## src/shared/vintc_pkg.sv

```systemverilog
// Constants shared by the vectored interrupt controller
package vintc_pkg;

  // ==========================================================
  // Sizes
  localparam int NUM_CH    = 19;
  localparam int NUM_SLOTS = 16;
  localparam int CH_W      = 5;
  localparam int SLOT_W    = 4;
  localparam int ADDR_W    = 32;
  localparam int CH_SPAN   = 32;

  // ==========================================================
  // Channel numbers
  localparam int CH_WATCHDOG   = 0;
  localparam int CH_SOFT_ONLY  = 1;
  localparam int CH_DBG_RX     = 2;
  localparam int CH_DBG_TX     = 3;
  localparam int CH_TIMER0     = 4;
  localparam int CH_TIMER1     = 5;
  localparam int CH_UART0      = 6;
  localparam int CH_UART1      = 7;
  localparam int CH_PWM        = 8;
  localparam int CH_I2C        = 9;
  localparam int CH_SSP0       = 10;
  localparam int CH_SSP1       = 11;
  localparam int CH_PLL        = 12;
  localparam int CH_RTC        = 13;
  localparam int CH_EXT0       = 14;
  localparam int CH_EXT1       = 15;
  localparam int CH_EXT2       = 16;
  localparam int CH_EXT3       = 17;
  localparam int CH_ADC        = 18;

  // ==========================================================
  // Reset values
  localparam logic [ADDR_W-1:0]    RST_ADDR  = 32'h0000_0000;
  localparam logic [NUM_CH-1:0]    RST_CH    = 19'h0_0000;
  localparam logic [NUM_SLOTS-1:0] RST_SLOTS = 16'h0000;
  localparam logic [SLOT_W-1:0]    RST_SLOT  = 4'h0;

endpackage

```

## src/logic/vintc_top.sv

```systemverilog
// Vectored interrupt controller: classification, priority and vector select
//
// Behaviour
// - Each request line is classed fast, vectored or plain normal by live settings.
// - Fast class ranks highest; all fast requests OR into one fast output.
// - A status word shows each fast-class source now requesting.
// - Sixteen slots take any channel; slot 0 highest, slot 15 lowest.
// - Vectored requests rank below fast, above non-vectored; non-vectored lowest.
// - Normal output is the OR of all vectored and non-vectored requests.
// - Vector read gives winning slot address, else the shared default address.
// - A status word shows which normal-class requests are active.
// - One request line per peripheral, high while any of its flags is set.
// - Channel 1 has no hardware source; only software raises it.
// - Fixed channel map for watchdog, debug, timers, serial, PWM, I2C, SSP, PLL.
// - Timer lines combine four match and four capture flags each.
// - Serial lines combine line, holding, data and timeout flags; port 1 adds modem.
// - PWM line combines its seven match flags.
// - Real-time clock line combines increment and alarm flags.
// - External inputs 0 to 3 on channels 14 to 17, converter on 18.
`timescale 1ns/1ps

module vintc_top
  import vintc_pkg::*;
(
  // Clock and reset
  input  wire logic                        core_clk_i,
  input  wire logic                        reset_n_i,
  // Watchdog and debug channel
  input  wire logic                        watchdog_flag_i,
  input  wire logic                        debug_comm_receive_i,
  input  wire logic                        debug_comm_transmit_i,
  // Timers
  input  wire logic [3:0]                  timer0_match_flag_i,
  input  wire logic [3:0]                  timer0_capture_flag_i,
  input  wire logic [3:0]                  timer1_match_flag_i,
  input  wire logic [3:0]                  timer1_capture_flag_i,
  // Serial port 0
  input  wire logic                        uart0_rx_line_status_flag_i,
  input  wire logic                        uart0_tx_holding_empty_flag_i,
  input  wire logic                        uart0_rx_data_available_flag_i,
  input  wire logic                        uart0_char_timeout_flag_i,
  // Serial port 1
  input  wire logic                        uart1_rx_line_status_flag_i,
  input  wire logic                        uart1_tx_holding_empty_flag_i,
  input  wire logic                        uart1_rx_data_available_flag_i,
  input  wire logic                        uart1_char_timeout_flag_i,
  input  wire logic                        uart1_modem_status_flag_i,
  // PWM and I2C
  input  wire logic [6:0]                  pwm_match_flag_i,
  input  wire logic                        i2c_state_change_flag_i,
  // Synchronous serial ports
  input  wire logic                        ssp0_serial_transfer_done_flag_i,
  input  wire logic                        ssp0_mode_fault_flag_i,
  input  wire logic                        ssp1_serial_transfer_done_flag_i,
  input  wire logic                        ssp1_mode_fault_flag_i,
  // PLL and real-time clock
  input  wire logic                        pll_locked_flag_i,
  input  wire logic                        rtc_increment_flag_i,
  input  wire logic                        rtc_alarm_flag_i,
  // External interrupts and converter
  input  wire logic                        external_irq_0_i,
  input  wire logic                        external_irq_1_i,
  input  wire logic                        external_irq_2_i,
  input  wire logic                        external_irq_3_i,
  input  wire logic                        adc_done_flag_i,
  // Software raised requests
  input  wire logic [NUM_CH-1:0]           soft_set_i,
  input  wire logic [NUM_CH-1:0]           soft_clear_i,
  // Classification
  input  wire logic [NUM_CH-1:0]           int_enable_i,
  input  wire logic [NUM_CH-1:0]           fast_select_i,
  // Vector slots
  input  wire logic [NUM_SLOTS-1:0]        slot_enable_i,
  input  wire logic [NUM_SLOTS*CH_W-1:0]   slot_channel_i,
  input  wire logic [NUM_SLOTS*ADDR_W-1:0] slot_addr_i,
  input  wire logic [ADDR_W-1:0]           default_addr_i,
  // Vector read strobe
  input  wire logic                        vector_read_i,
  // Processor requests
  output logic                             fast_request_o,
  output logic                             normal_request_o,
  // Status words
  output logic [NUM_CH-1:0]                raw_status_o,
  output logic [NUM_CH-1:0]                fast_status_o,
  output logic [NUM_CH-1:0]                normal_status_o,
  output logic [NUM_CH-1:0]                soft_pending_o,
  output logic [NUM_SLOTS-1:0]             slot_status_o,
  // Vector
  output logic [ADDR_W-1:0]                vector_addr_o,
  output logic                             vector_hit_o,
  output logic [SLOT_W-1:0]                vector_slot_o,
  output logic [ADDR_W-1:0]                vector_data_o,
  output logic                             vector_valid_o
);

  // ==========================================================
  // Internal signals
  logic [NUM_CH-1:0]    hw_req;
  logic [NUM_CH-1:0]    soft_q;
  logic [NUM_CH-1:0]    soft_d;
  logic [NUM_CH-1:0]    any_req;
  logic [NUM_CH-1:0]    live_req;
  logic [NUM_CH-1:0]    fast_req;
  logic [NUM_CH-1:0]    normal_req;
  logic                 arb_hit;
  logic [SLOT_W-1:0]    arb_index;
  logic [NUM_SLOTS-1:0] arb_active;
  logic [ADDR_W-1:0]    vector_d;
  logic                 timer0_line;
  logic                 timer1_line;
  logic                 uart0_line;
  logic                 uart1_line;
  logic                 pwm_line;
  logic                 ssp0_line;
  logic                 ssp1_line;
  logic                 rtc_line;

  // ==========================================================
  // One request line per peripheral, high while any of its flags is set
  assign timer0_line = |{timer0_match_flag_i, timer0_capture_flag_i};
  assign timer1_line = |{timer1_match_flag_i, timer1_capture_flag_i};
  assign uart0_line  = uart0_rx_line_status_flag_i
                     | uart0_tx_holding_empty_flag_i
                     | uart0_rx_data_available_flag_i
                     | uart0_char_timeout_flag_i;
  assign uart1_line  = uart1_rx_line_status_flag_i
                     | uart1_tx_holding_empty_flag_i
                     | uart1_rx_data_available_flag_i
                     | uart1_char_timeout_flag_i
                     | uart1_modem_status_flag_i;
  assign pwm_line    = |pwm_match_flag_i;
  assign ssp0_line   = ssp0_serial_transfer_done_flag_i | ssp0_mode_fault_flag_i;
  assign ssp1_line   = ssp1_serial_transfer_done_flag_i | ssp1_mode_fault_flag_i;
  assign rtc_line    = rtc_increment_flag_i | rtc_alarm_flag_i;

  // ==========================================================
  // Peripheral lines onto channels
  always_comb begin
    hw_req               = RST_CH;
    hw_req[CH_WATCHDOG]  = watchdog_flag_i;
    hw_req[CH_SOFT_ONLY] = 1'b0;
    hw_req[CH_DBG_RX]    = debug_comm_receive_i;
    hw_req[CH_DBG_TX]    = debug_comm_transmit_i;
    hw_req[CH_TIMER0]    = timer0_line;
    hw_req[CH_TIMER1]    = timer1_line;
    hw_req[CH_UART0]     = uart0_line;
    hw_req[CH_UART1]     = uart1_line;
    hw_req[CH_PWM]       = pwm_line;
    hw_req[CH_I2C]       = i2c_state_change_flag_i;
    hw_req[CH_SSP0]      = ssp0_line;
    hw_req[CH_SSP1]      = ssp1_line;
    hw_req[CH_PLL]       = pll_locked_flag_i;
    hw_req[CH_RTC]       = rtc_line;
    hw_req[CH_EXT0]      = external_irq_0_i;
    hw_req[CH_EXT1]      = external_irq_1_i;
    hw_req[CH_EXT2]      = external_irq_2_i;
    hw_req[CH_EXT3]      = external_irq_3_i;
    hw_req[CH_ADC]       = adc_done_flag_i;
  end

  // ==========================================================
  // Software raised requests, set wins over clear
  assign soft_d = soft_set_i | (soft_q & ~soft_clear_i);

  always_ff @(posedge core_clk_i or negedge reset_n_i) begin
    if (!reset_n_i) begin
      soft_q <= RST_CH;
    end else begin
      soft_q <= soft_d;
    end
  end

  // ==========================================================
  // Classification
  assign any_req    = hw_req | soft_q;
  assign live_req   = any_req & int_enable_i;
  assign fast_req   = live_req & fast_select_i;
  assign normal_req = live_req & ~fast_select_i;

  // ==========================================================
  // Vectored slot selection
  vintc_slot_arb u_slot_arb (
    .normal_req_i   (normal_req),
    .slot_enable_i  (slot_enable_i),
    .slot_channel_i (slot_channel_i),
    .slot_hit_o     (arb_hit),
    .slot_index_o   (arb_index),
    .slot_active_o  (arb_active)
  );

  // Winning slot address, else the shared default
  always_comb begin
    if (arb_hit) begin
      vector_d = slot_addr_i[arb_index*ADDR_W +: ADDR_W];
    end else begin
      vector_d = default_addr_i;
    end
  end

  // ==========================================================
  // Processor requests
  always_ff @(posedge core_clk_i or negedge reset_n_i) begin
    if (!reset_n_i) begin
      fast_request_o <= 1'b0;
    end else begin
      fast_request_o <= |fast_req;
    end
  end

  always_ff @(posedge core_clk_i or negedge reset_n_i) begin
    if (!reset_n_i) begin
      normal_request_o <= 1'b0;
    end else begin
      normal_request_o <= |normal_req;
    end
  end

  // ==========================================================
  // Status words
  always_ff @(posedge core_clk_i or negedge reset_n_i) begin
    if (!reset_n_i) begin
      raw_status_o <= RST_CH;
    end else begin
      raw_status_o <= any_req;
    end
  end

  always_ff @(posedge core_clk_i or negedge reset_n_i) begin
    if (!reset_n_i) begin
      fast_status_o <= RST_CH;
    end else begin
      fast_status_o <= fast_req;
    end
  end

  always_ff @(posedge core_clk_i or negedge reset_n_i) begin
    if (!reset_n_i) begin
      normal_status_o <= RST_CH;
    end else begin
      normal_status_o <= normal_req;
    end
  end

  always_ff @(posedge core_clk_i or negedge reset_n_i) begin
    if (!reset_n_i) begin
      soft_pending_o <= RST_CH;
    end else begin
      soft_pending_o <= soft_d;
    end
  end

  always_ff @(posedge core_clk_i or negedge reset_n_i) begin
    if (!reset_n_i) begin
      slot_status_o <= RST_SLOTS;
    end else begin
      slot_status_o <= arb_active;
    end
  end

  // ==========================================================
  // Vector address, fast class served apart through its own output
  always_ff @(posedge core_clk_i or negedge reset_n_i) begin
    if (!reset_n_i) begin
      vector_addr_o <= RST_ADDR;
    end else begin
      vector_addr_o <= vector_d;
    end
  end

  always_ff @(posedge core_clk_i or negedge reset_n_i) begin
    if (!reset_n_i) begin
      vector_hit_o <= 1'b0;
    end else begin
      vector_hit_o <= arb_hit;
    end
  end

  always_ff @(posedge core_clk_i or negedge reset_n_i) begin
    if (!reset_n_i) begin
      vector_slot_o <= RST_SLOT;
    end else begin
      vector_slot_o <= arb_index;
    end
  end

  // ==========================================================
  // Vector read capture
  always_ff @(posedge core_clk_i or negedge reset_n_i) begin
    if (!reset_n_i) begin
      vector_valid_o <= 1'b0;
    end else begin
      vector_valid_o <= vector_read_i;
    end
  end

  always_ff @(posedge core_clk_i or negedge reset_n_i) begin
    if (!reset_n_i) begin
      vector_data_o <= RST_ADDR;
    end else if (vector_read_i) begin
      vector_data_o <= vector_d;
    end
  end

endmodule // vintc_top

```

## src/logic/vintc_slot_arb.sv

```systemverilog
// Slot match and fixed-priority selection of the vectored slots
`timescale 1ns/1ps

module vintc_slot_arb
  import vintc_pkg::*;
(
  // Normal-class requests, enabled only
  input  wire logic [NUM_CH-1:0]         normal_req_i,
  // Slot setup
  input  wire logic [NUM_SLOTS-1:0]      slot_enable_i,
  input  wire logic [NUM_SLOTS*CH_W-1:0] slot_channel_i,
  // Result
  output logic                           slot_hit_o,
  output logic [SLOT_W-1:0]              slot_index_o,
  output logic [NUM_SLOTS-1:0]           slot_active_o
);

  logic [CH_SPAN-1:0] req_ext;

  assign req_ext = {{(CH_SPAN-NUM_CH){1'b0}}, normal_req_i};

  // ==========================================================
  // Per-slot match, any channel into any slot
  genvar s;
  generate
    for (s = 0; s < NUM_SLOTS; s++) begin : g_slot
      logic [CH_W-1:0] chan;
      assign chan             = slot_channel_i[s*CH_W +: CH_W];
      assign slot_active_o[s] = slot_enable_i[s] & req_ext[chan];
    end
  endgenerate

  // ==========================================================
  // Lowest slot number wins
  always_comb begin
    slot_hit_o   = 1'b0;
    slot_index_o = RST_SLOT;
    for (int i = NUM_SLOTS - 1; i >= 0; i--) begin
      if (slot_active_o[i]) begin
        slot_hit_o   = 1'b1;
        slot_index_o = SLOT_W'(i);
      end
    end
  end

endmodule // vintc_slot_arb

```

## config.mk

```make
export PLATFORM = sky130hd
export DESIGN_NAME = vintc_top
export DESIGN_NICKNAME = d
export VERILOG_FILES = /design/src/shared/vintc_pkg.sv /design/src/logic/vintc_top.sv /design/src/logic/vintc_slot_arb.sv
export SDC_FILE = /design/constraint.sdc
export NUM_CORES = 1
export LEC_CHECK = 0
export ABC_AREA = 1
export BUFFER_PORTS_ARGS = -buffer_cell sky130_fd_sc_hd__clkbuf_2
export CORE_AREA = 2 2 359 361
export DETAILED_ROUTE_END_ITERATION = 16
export DIE_AREA = 0 0 361 363
export PLACE_DENSITY_LB_ADDON = 0.25
export SKIP_LAST_GASP = 1
export SLEW_MARGIN = 10
export SYNTH_ARGS = -nofsm -noshare
export SYNTH_HDL_FRONTEND = slang
export SYNTH_HIERARCHICAL = 1
export SYNTH_SLANG_ARGS = --single-unit
```

## constraint.sdc

```tcl
create_clock -name core_clk_i -period 5.95 [get_ports core_clk_i]
set_clock_uncertainty 0.15 [all_clocks]
set_input_delay 0.8925 -clock core_clk_i [delete_from_list [all_inputs] [get_ports core_clk_i]]
set_output_delay 0.8925 -clock core_clk_i [all_outputs]
set_load 0.005 [all_outputs]
```

---- Word level (Yosys, flattened, before mapping) ----
Index checks and enable logic that the tools add are counted.
word-level totals
  register bits after elaboration ......... 164
  bits of input ports ..................... 767
  output and inout bits ................... 164
  word-level logic and storage cells ...... 133
cells by class
  order comparisons ....................... 16
  shifts and indexed selects .............. 1
  muxes and demuxes ....................... 65
  bitwise logic cells ..................... 34
  reductions and logical operators ........ 5
operators with widths
  operator                                                                      count
  512-bit by 10-bit variable part select with 32-bit output                     1
  5-bit by 6-bit less-than comparator with 1-bit output, second input constant  16
  1-bit binary-select mux with 5-bit select                                     16
  19-bit bitwise AND                                                            4
  4-bit 2-to-1 mux                                                              16
  19-bit NOT                                                                    2
  19-bit bitwise OR                                                             2
  19-bit OR reduction                                                           2
  1-bit 2-to-1 mux                                                              32
  32-bit 2-to-1 mux                                                             1
  1-bit bitwise AND                                                             16
  8-bit OR reduction                                                            2
  1-bit bitwise OR                                                              10
  7-bit OR reduction                                                            1

---- Longest topological paths before layout ----
Gate-level depths: netlist of run 1.
  word-level depth ........................ 28
  mapped depth ............................ 40
  depth with buffers taken out ............ 36

---- Cells and area by module ----
The synthesis of run 1 kept the hierarchy.
modules (own cells, without submodules)
  module          instances  cells each  area an instance (um^2)  seq. area each (um^2)
  vintc_top       1          1,709       11,118.2                 4,103.9
  vintc_slot_arb  1          664         3,236.9                  0.0

---- Worst setup path before layout of run 1 ----
Ideal clock, no wire load.
  path kind ............................... input to register
  start ................................... in adc_done_flag_i
  end ..................................... reg vector_addr_o[23]
  setup time .............................. 0.119 ns
  data arrival time ....................... 3.592 ns
  required time ........................... 5.681 ns
  slack ................................... 2.089 ns
  cell stages on the path ................. 36
  buffers on the path ..................... 4
  cells stage by stage .................... inv_1 > nand2_1 > nand2_1 > nor2_1 > inv_2 > buf_6 > o21ai_2 > nand3_1 > a21oi_1 > nand2_1 > nand2_1 > nand2_2 > nand2_1 > nand2_1 > nand2_1 > nand2_1 > nand2_1 > nand2_1 > nand2_1 > nand2_1 > nand2_1 > nand2_1 > nand2_1 > nand2_1 > a21oi_2 > buf_6 > inv_4 > buf_6 > buf_4 > nand2_1 > nand3_1 > nand3_1 > nand2_1 > nand2_1 > nand3_1 > and2_1
between the ends
  word-level cells in the longest chain between the ends .. 24
  elaborated cells on any way between the ends .. 85
  classes of those cells .................. 1 x shift; 65 x mux; 19 x bitwise
RTL lines
  item                                                         line                  text
  from (decl)                                                  vintc_top.sv:65       input wire logic adc_done_flag_i,
  19-bit bitwise OR *                                          vintc_top.sv:175      assign any_req = hw_req | soft_q;
  named net any_req[18]                                        vintc_top.sv:101      logic [NUM_CH-1:0] any_req;
  19-bit bitwise AND *                                         vintc_top.sv:176      assign live_req = any_req & int_enable_i;
  19-bit bitwise AND *                                         vintc_top.sv:178      assign normal_req = live_req & ~fast_select_i;
  named net normal_req[18]                                     vintc_top.sv:104      logic [NUM_CH-1:0] normal_req;
  1-bit binary-select mux with 5-bit select                    vintc_slot_arb.sv:29  assign slot_active_o[s] = slot_enable_i[s] & req_ext[chan];
  1-bit 2-to-1 mux (not written as such)                       vintc_slot_arb.sv:29
  1-bit bitwise AND                                            vintc_slot_arb.sv:29
  4-bit 2-to-1 mux (15 in series)                              vintc_slot_arb.sv:39  if (slot_active_o[i]) begin
  4-bit 2-to-1 mux *                                           vintc_slot_arb.sv:39
  named net arb_index[0]                                       vintc_top.sv:106      logic [SLOT_W-1:0] arb_index;
  512-bit by 10-bit variable part select with 32-bit output *  vintc_top.sv:194      vector_d = slot_addr_i[arb_index*ADDR_W +: ADDR_W];
  32-bit 2-to-1 mux *                                          vintc_top.sv:193      if (arb_hit) begin
  named net vector_d[23]                                       vintc_top.sv:108      logic [ADDR_W-1:0] vector_d;
  to (signal assigned)                                         vintc_top.sv:266      vector_addr_o <= vector_d;
  to (decl)                                                    vintc_top.sv:89       output logic [ADDR_W-1:0] vector_addr_o,
Mark *: on every way through the listed nets, which the timed path passes. The rest lies on a longest branch. The select of a mux whose other input is x is not followed.
A chain may end at the register's enable or synchronous reset.

---- Final worst setup path of run 1 ----
  start ................................... in uart0_rx_data_available_flag_i
  end ..................................... reg vector_data_o[12]
between the ends
  word-level cells in the longest chain between the ends .. 26
  elaborated cells on any way between the ends .. 87
  classes of those cells .................. 1 x shift; 65 x mux; 21 x bitwise
RTL lines
  item                                                         line                  text
  from (decl)                                                  vintc_top.sv:40       input wire logic uart0_rx_data_available_flag_i,
  1-bit bitwise OR *                                           vintc_top.sv:124      | uart0_rx_data_available_flag_i
  1-bit bitwise OR *                                           vintc_top.sv:125      | uart0_char_timeout_flag_i;
  19-bit bitwise OR *                                          vintc_top.sv:175
  named net any_req[6]                                         vintc_top.sv:101
  19-bit bitwise AND *                                         vintc_top.sv:176
  19-bit bitwise AND *                                         vintc_top.sv:178
  named net normal_req[6]                                      vintc_top.sv:104
  1-bit binary-select mux with 5-bit select                    vintc_slot_arb.sv:29
  1-bit 2-to-1 mux (not written as such)                       vintc_slot_arb.sv:29
  1-bit bitwise AND                                            vintc_slot_arb.sv:29
  4-bit 2-to-1 mux (15 in series)                              vintc_slot_arb.sv:39
  4-bit 2-to-1 mux *                                           vintc_slot_arb.sv:39
  named net arb_index[0]                                       vintc_top.sv:106
  512-bit by 10-bit variable part select with 32-bit output *  vintc_top.sv:194
  32-bit 2-to-1 mux *                                          vintc_top.sv:193
  to (signal assigned)                                         vintc_top.sv:300      vector_data_o <= vector_d;
  to (decl)                                                    vintc_top.sv:92       output logic [ADDR_W-1:0] vector_data_o,
Marks and branches as above.

==> results_dict.tcl, run 1 <==
set metrics [dict create \
    cp-start-kind "primary input" \
    postPlaceCellArea_um2 21220 \
    setup_violations 0 \
    via_per_inst 4.053 \
    synth_area_leaders "dfrtp_1 (29%), nand2_1 (23%), nand3_1 (19%)" \
    grt_pass1_vias 19933 \
    worstPathRequired_ps 6240 \
    netlist_area_um2 14360 \
    ctsRootBufferMaster "clkbuf_16" \
    drv_slew 0 \
    yosys-top-cells-count "nand2_1 (888), nand3_1 (536), dfrtp_1 (164)" \
    routabilityCongestion 0.8883 \
    drt_iter0_markers 1480 \
    fin_nets 4033 \
    yosysWarnings 6 \
    fin_area_um2 21870 \
    worst_pin_slew_ps 966.7 \
    maxCapViolCount 0 \
    min_path_type "primary input to async pin" \
    fin_crit_sh_pct 85.46 \
    wire_per_inst_um 23.41 \
    crit_path_end_kind "register" \
    startpoint "uart0_rx_data_available_flag_i" \
    power_mw 6.180 \
    relSlewSlack_pct 35.55 \
    yosysUniqueCellTypes 39 \
    synth-edff-count 0 \
    cts_tree "yes" \
    cts-resized-gates 0 \
    syn-num-nets 3140 \
    antenna_found_initial 32 \
    power.leakage_nw 11.77 \
    start_util_pct 11.30 \
    insertion_delay_ps 510 \
    grt_pass1_wl_mm 156.5 \
    dp.final_hpwl_mm 97.96 \
    fp-row-count 131 \
    grt_max_degree 91 \
    via_count 20085 \
    io_pins 931 \
    h-tree-depth 4 \
    area_delta_synth_final_pct 52.32 \
    synth-seq-cells 164 \
    rsz0062_at_grt "false" \
    max_freq_ghz 0.1967 \
    post-place-ws_ps 150.2 \
    first_pass_iters 6 \
    slowest_delay_ps 350 \
    fp.coreArea_um2 127000 \
    drive_gt1_share_pct 34.92 \
    drt_wl_total_mm 116.0 \
    path_clk_slew_ps 90 \
    post_cts_buffers 0 \
    grt_overflow 0 \
    async_flop_share_pct 100.0 \
    hold_viol_final 0 \
    synth_top_area_cell "dfrtp_1" \
    synthFlopType "dfrtp_1" \
    clockBufferDepth 2 \
    utilization_pct 17.21 \
    rr_startpoint "soft_q[5]$_DFF_PN0_" \
    clock-sinks 164 \
    fin_ws_ps 865.2 \
    die_x_um 361 \
    crit_type "primary input to register" \
    numCtsBuffers 17 \
    crit_top_cell "nand2_1" \
    min_period_ps 5085 \
    die-area_um2 131000 \
    synth_top_area_share_pct 28.59 \
    portBuffers 930 \
    syn_inst 2373 \
    tns_ps 0 \
    cp.arrival_ps 5370 \
    drc_errors 0 \
    status "complete, no violations" \
    yosysSeqAreaShare_pct 28.59 \
    ir_worst_vdd_mv 0.1826 \
    cp_slowest_cell "o21ai_1" \
    critPathMaxFanout 57 \
    die_y_um 363 \
    synth_most_common_cell "nand2_1" \
    grtUsageTotal_pct 17.03 \
    power_density_nw_per_um2 282.7 \
    detail-route-antenna-nets 0 \
    syn-mean-instance-area_um2 6.049 \
    hold_buffers 0 \
]
cells in the final DEF, fill, tap and decap left out, types with 2 or more instances in the layout:
master       n
clkbuf_2   929
nand2_1    887
nand3_1    536
dfrtp_1    164
inv_1      149
o21ai_0     95
buf_4       76
a21oi_1     76
nor2_1      47
o211ai_1    44
or2_2       41
and2_1      33
inv_2       23
buf_12      23
o21bai_1    19
o21ai_1     18
clkbuf_16   17
nand4_1     16
diode_2     14
nor3_1      13
o22ai_1      9
o21a_1       7
a31oi_1      7
clkinv_8     6
nand2_2      6
inv_8        4
a211oi_1     4
clkinv_4     3
a21oi_4      3
inv_6        2
clkinv_2     2
nand3b_1     2
o41ai_1      2
o311ai_0     2
a21oi_2      2
through the flow:
stage,instances,hold slack [ps]
6_report,4955,245.0
4_1_cts,4941,285.4
5_1_grt,4946,275.3
3_5_place_dp,4909,295.9
2_1_floorplan,2373,264.9
3_3_place_gp,4909,295.4
flip-flops by register name, indices dropped and copies added (netlist names):
name	cells
vector_hit_o	1
fast_request_o	1
vector_data_o	32
slot_status_o	16
fast_status_o	19
soft_q	19
vector_valid_o	1
vector_addr_o	32
normal_request_o	1
vector_slot_o	4
normal_status_o	19
raw_status_o	19
per-layer routing:
metal | part of all wire [%] | vias to the layer above | global-route usage, %
li1 | - | 9612 | -
met1 | 42 | 9435 | 20.70
met2 | 50 | 900 | 30.49
met3 | 6.6 | 122 | 3.814
met4 | 1.7 | 16 | 3.626
met5 | 0.081 | - | 0
cell families after synthesis:
group                  count (synthesis)  share of synthesized area [%]
and+or+nand+nor                     1586                          48.07
DFF                                  164                          28.59
AOI/OAI and AO/OA                    293                          12.05
buffers and inverters                330                          11.29
report_power, final:
part	internal [mW]	switching, mW	leakage [nW]
combinational	1.19	2.28	9.51
sequential	1.35	0.146	1.96
clock	0.570	0.639	0.297
cell type report:
class / instances / area [um^2]
Fill cell: 14883 / 105200
Multi-Input combinational cell: 1879 / 8670
Timing Repair Buffer: 1029 / 5694
Sequential cell: 164 / 4104
Tap cell: 1662 / 2079
Inverter: 175 / 670.6
Clock buffer: 17 / 425.4
Clock inverter: 15 / 187.7
Antenna cell: 14 / 35.03
critical path, delay by kind of cell:
kind            cells  cell delay (ps)
simple gates       22             2060
compound gates      5              870
buf+inv             8             1480
path summary, 6_finish.rpt:
path                            slack (ps)  depth (start not counted)                            end
worst max-delay path                   870                         35  vector_data_o[12]$_DFFE_PN0P_
worst min register to register         310                          0      raw_status_o[1]$_DFF_PN0_
min in group core_clk_i                310                          0      raw_status_o[1]$_DFF_PN0_
worst max register to register         960                         34  vector_data_o[12]$_DFFE_PN0P_
max in group asynchronous             4390                          2   vector_data_o[8]$_DFFE_PN0P_
worst min-delay path                   240                          1     fast_status_o[4]$_DFF_PN0_
Power figures use the tool's default switching activity.
==> run 2: changes to the inputs <==
- MAX_ROUTING_LAYER: default -> met4
==> run 2 against run 1 <==
Net effect: critical path depth decreased by 3; first-iteration DRC count decreased by 7.7%; power increased by 0.49%; final cell count increased by 0.20%; sequential share of layout area about the same; worst hold slack improved by 66 ps; clock power increased by 4%; via count decreased by 1.1%; register-to-register slack got worse by 20 ps; critical endpoint is now vector_addr_o[27]$_DFF_PN0_.
==> results_dict.tcl, run 2 (same netlist as run 1, synthesis figures left out) <==
set metrics [dict create \
    drt_iter0_markers 1366 \
    first_pass_iters 6 \
    ir_worst_vdd_mv 0.1809 \
    grtUsageTotal_pct 17.44 \
    portBuffers 930 \
    h-tree-depth 4 \
    p_int_mw 3.122 \
    grt_pass1_vias 19640 \
    fp.coreArea_um2 127000 \
    detail-route-antenna-nets 0 \
    routabilityCongestion 0.8975 \
    grt_overflow 0 \
    p_sw_mw 3.089 \
    worstPathRequired_ps 6230 \
    crit_path_end_kind "register" \
    fin_crit_sh_pct 85.33 \
    clock-sinks 164 \
    cp_slowest_cell "inv_1" \
    whs_ps 310.7 \
    grt_pass1_wl_mm 155.4 \
    fin_nets 4032 \
    rsz0062_at_grt "false" \
    final_cell_mix "clkbuf_2 (929), nand2_1 (887), nand3_1 (536), dfrtp_1 (164), inv_1 (149)" \
    relSlewSlack_pct 37.00 \
    die_x_um 361 \
    numCtsBuffers 17 \
    drt_wl_total_mm 115.7 \
    drv_slew 0 \
    worst_pin_slew_ps 945.0 \
    reg_top3 "vector_addr_o (32), vector_data_o (32)" \
    antenna_found_initial 38 \
    insertion_delay_ps 510 \
    post_cts_buffers 0 \
    fin_ws_ps 872.8 \
    crit_type "primary input to register" \
    area_delta_synth_final_pct 52.35 \
    hold_buffers 0 \
    reg2reg_slack_ps 940 \
    path_clk_slew_ps 80 \
    min_period_ps 5077 \
    critPathMaxFanout 52 \
    tns_ps 0 \
    setup_violations 0 \
    postPlaceCellArea_um2 21190 \
    die-area_um2 131000 \
    max_freq_ghz 0.1970 \
    die_y_um 363 \
    layout_commonest_cell "clkbuf_2" \
    p_seq_share_pct 24.2 \
    cts-resized-gates 0 \
    start_util_pct 11.30 \
    power.leakage_nw 11.76 \
    status "complete, no violations" \
    wire_per_inst_um 23.31 \
    cts_tree "yes" \
    cp-start-kind "primary input" \
    drive_gt1_share_pct 34.90 \
    comb_power_share_pct 55.5 \
    io_pins 931 \
    instances_no_fill 4965 \
    via_per_inst 4.002 \
    fin_area_um2 21870 \
    crit_top_cell "nand2_1" \
    power_frac_clock_pct 20.3 \
    maxCapViolCount 0 \
    min_path_type "register to register" \
    hold_viol_final 0 \
    slowest_delay_ps 540 \
    grt_max_degree 101 \
    via_count 19868 \
    dp.final_hpwl_mm 97.74 \
    power_density_nw_per_um2 284.0 \
    ctsRootBufferMaster "clkbuf_16" \
    clockBufferDepth 2 \
    drc_errors 0 \
    dp_cells 4908 \
    cp.arrival_ps 5360 \
    fp-row-count 131 \
    post-place-ws_ps 162.5 \
    netSwitchingFraction_pct 49.73 \
]
-- run 2: area by class of cell --
type / instances / area (um^2)
multi-input cells: 1879 / 8670
flip-flops and latches: 164 / 4104
fillers: 14913 / 105200
inverters: 175 / 670.6
clock inverters: 15 / 196.4
repair buffers: 1028 / 5662
well taps: 1662 / 2079
diodes: 25 / 62.56
clock buffers: 17 / 425.4
-- run 2: metrics by stage --
step           util (%)  power [mW]
4_1_cts           17.17       6.459
3_3_place_gp      16.68       5.150
2_1_floorplan         -       3.117
3_5_place_dp      16.68       5.119
6_report          17.22       6.211
5_1_grt           17.21       6.744
-- run 2: worst max-delay path, delay by kind of cell --
kind / cells / cell delay, ps
AO/OA/AOI/OAI: 4 / 790
buffers and inverters: 6 / 1350
AND/OR/NAND/NOR: 22 / 2230
-- run 2: final timing paths --
check,start,end,depth (start not counted)
max in group asynchronous,reset_n_i,vector_addr_o[28]$_DFF_PN0_,2
setup / recovery,uart1_modem_status_flag_i,vector_addr_o[27]$_DFF_PN0_,32
min in group asynchronous,reset_n_i,soft_q[6]$_DFF_PN0_,1
setup reg to reg,soft_q[7]$_DFF_PN0_,vector_addr_o[27]$_DFF_PN0_,31
hold / removal,soft_q[1]$_DFF_PN0_,raw_status_o[1]$_DFF_PN0_,0
hold reg to reg,soft_q[1]$_DFF_PN0_,raw_status_o[1]$_DFF_PN0_,0
-- run 2: power by group through the flow --
stage          combinational [mW]  sequential [mW]  clock [mW]
3_5_place_dp                 3.60             1.52           0
3_3_place_gp                 3.61             1.54           0
5_1_grt                      3.85             1.53        1.36
2_1_floorplan                1.63             1.49           0
6_report                     3.45             1.50        1.26
4_1_cts                      3.61             1.51        1.34
-- run 2: per-layer routing --
layer | vias to the layer above | track usage (%) | share of wire [%]
met2 | 804 | 30.50 | 50
met4 | 0 | 3.454 | 1.7
met5 | - | - | 0
met3 | 83 | 4.369 | 6.6
met1 | 9361 | 20.15 | 42
li1 | 9620 | - | -
==> run 3: changes to the inputs <==
- REMOVE_ABC_BUFFERS: default -> 1
==> run 3 against run 2 <==
Net effect: combinational power is 11% lower; register-to-register slack worse by 140 ps; via count is 0.71% lower; non-clock buffer count is 17 lower; routed wire length is 13% lower; worst hold slack worse by 180 ps; setup slack worse by 160 ps; critical endpoint is now vector_data_o[22]$_DFFE_PN0P_.
==> results_dict.tcl, run 3 (same netlist as run 1, synthesis figures left out) <==
set metrics [dict create \
    min_path_type "primary input to async pin" \
    dp.final_hpwl_mm 81.43 \
    drt_wl_total_mm 100.1 \
    path_buf_inv 5 \
    final_cell_mix "clkbuf_2 (929), nand2_1 (887), nand3_1 (536), dfrtp_1 (164), inv_1 (149)" \
    hold_viol_final 0 \
    power_density_nw_per_um2 270.5 \
    crit_type "primary input to register" \
    start_util_pct 11.30 \
    io_pins 931 \
    die_y_um 363 \
    grtUsageTotal_pct 15.12 \
    ctsRootBufferMaster "clkbuf_16" \
    hold_buffers 0 \
    wire_per_inst_um 20.22 \
    cp-start-kind "primary input" \
    route.met2.wl_mm 45.58 \
    grt_pass1_wl_mm 138.2 \
    critPathMaxFanout 42 \
    reg2reg_slack_ps 800 \
    drt-met1-wl_mm 43.75 \
    grt_pass1_vias 19462 \
    layout_commonest_cell "clkbuf_2" \
    clock-sinks 164 \
    fin_nets 4015 \
    post-place-ws_ps 265.3 \
    path_clk_slew_ps 100 \
    setup_violations 0 \
    maxCapViolCount 0 \
    status "complete, no violations" \
    antenna_found_initial 30 \
    routabilityCongestion 0.8922 \
    dr_wl_met3_mm 8.731 \
    drc_errors 0 \
    top_layer "met4" \
    reg_top3 "vector_addr_o (32), vector_data_o (32)" \
    drt_iter0_markers 1569 \
    grt_overflow 0 \
    crit_path_end_kind "register" \
    fin_ws_ps 715.8 \
    slowest_delay_ps 450 \
    crit_top_cell "nand2_1" \
    whs_ps 128.6 \
    via_per_inst 3.984 \
    cp_top_family "simple AND/OR/NAND/NOR gates" \
    cp.arrival_ps 5550 \
    cts-resized-gates 0 \
    post_cts_buffers 0 \
    worst_pin_slew_ps 825.2 \
    relSlewSlack_pct 44.27 \
    first_pass_iters 5 \
    detail-route-antenna-nets 0 \
    die_x_um 361 \
    cts_tree "yes" \
    drv_slew 0 \
    insertion_delay_ps 540 \
    h-tree-depth 4 \
    fp.coreArea_um2 127000 \
    die-area_um2 131000 \
    numCtsBuffers 17 \
    clockBufferDepth 2 \
    max_freq_ghz 0.1911 \
    ir_worst_vdd_mv 0.2056 \
    cp_slowest_cell "buf_4" \
    grt_max_degree 104 \
    min_period_ps 5234 \
    fin_crit_sh_pct 87.97 \
    drive_gt1_share_pct 34.56 \
    worstPathRequired_ps 6270 \
    area_delta_synth_final_pct 50.76 \
    rsz0062_at_grt "false" \
    power.leakage_nw 11.63 \
    fp-row-count 131 \
    portBuffers 930 \
    via_count 19727 \
]
-- run 3: changes by cell type in the layout (fill, tap and decap cells not counted), sizes merged --
cell	change
buf	-17
clkinv	-2
diode	+4
inv	+2
-- run 3: cell type report --
| class | count | area, um^2 |
|---|---|---|
| Inverter | 175 | 668.1 |
| Antenna cell | 29 | 72.57 |
| Multi-Input combinational cell | 1879 | 8670 |
| Sequential cell | 164 | 4104 |
| Clock inverter | 15 | 188.9 |
| Timing Repair Buffer | 1011 | 5434 |
| Fill cell | 14878 | 105400 |
| Tap cell | 1662 | 2079 |
| Clock buffer | 17 | 425.4 |
-- run 3: metrics by stage --
stage	power (mW)	cell area [um^2]	setup TNS, ps	util (%)	cells
after floorplan	3.043	13390	-430110	-	2218
after global placement	4.634	20960	0	16.50	4891
after detailed placement	4.606	20960	0	16.50	4891
after CTS	6.032	21570	0	16.98	4923
after global routing	6.363	21630	0	17.03	4949
final	5.854	21640	0	17.04	4952
-- run 3: final timing paths --
| check | startpoint | endpoint | depth (start not counted) |
|---|---|---|---|
| min in group core_clk_i | soft_q[1]$_DFF_PN0_ | raw_status_o[1]$_DFF_PN0_ | 0 |
| min | reset_n_i | fast_status_o[10]$_DFF_PN0_ | 1 |
| max reg2reg | soft_q[3]$_DFF_PN0_ | vector_data_o[22]$_DFFE_PN0P_ | 34 |
| max | pwm_match_flag_i[5] | vector_data_o[22]$_DFFE_PN0P_ | 36 |
| max in group asynchronous | reset_n_i | vector_data_o[10]$_DFFE_PN0P_ | 2 |
| min reg2reg | soft_q[1]$_DFF_PN0_ | raw_status_o[1]$_DFF_PN0_ | 0 |
-- run 3: worst reg2reg max path: cells and delay by family, from the launching register on --
kind / cells / cell delay, ps
flip-flops: 1 / 460
buffers and inverters: 4 / 1580
AND/OR/NAND/NOR: 26 / 2290
AO/OA/AOI/OAI: 4 / 620
-- run 3: power breakdown --
group          internal, mW  leakage [nW]  switching [mW]
Sequential             1.35          1.96           0.123
Clock                 0.580         0.300           0.745
Combinational          1.10          9.38            1.96
Total                  3.03          11.6            2.82
-- run 3: layer usage --
metal | track usage [%] | vias to the layer above
li1 | - | 9601
met1 | 18.83 | 9244
met2 | 23.06 | 795
met3 | 4.900 | 87
met4 | 4.783 | 0
met5 | - | -
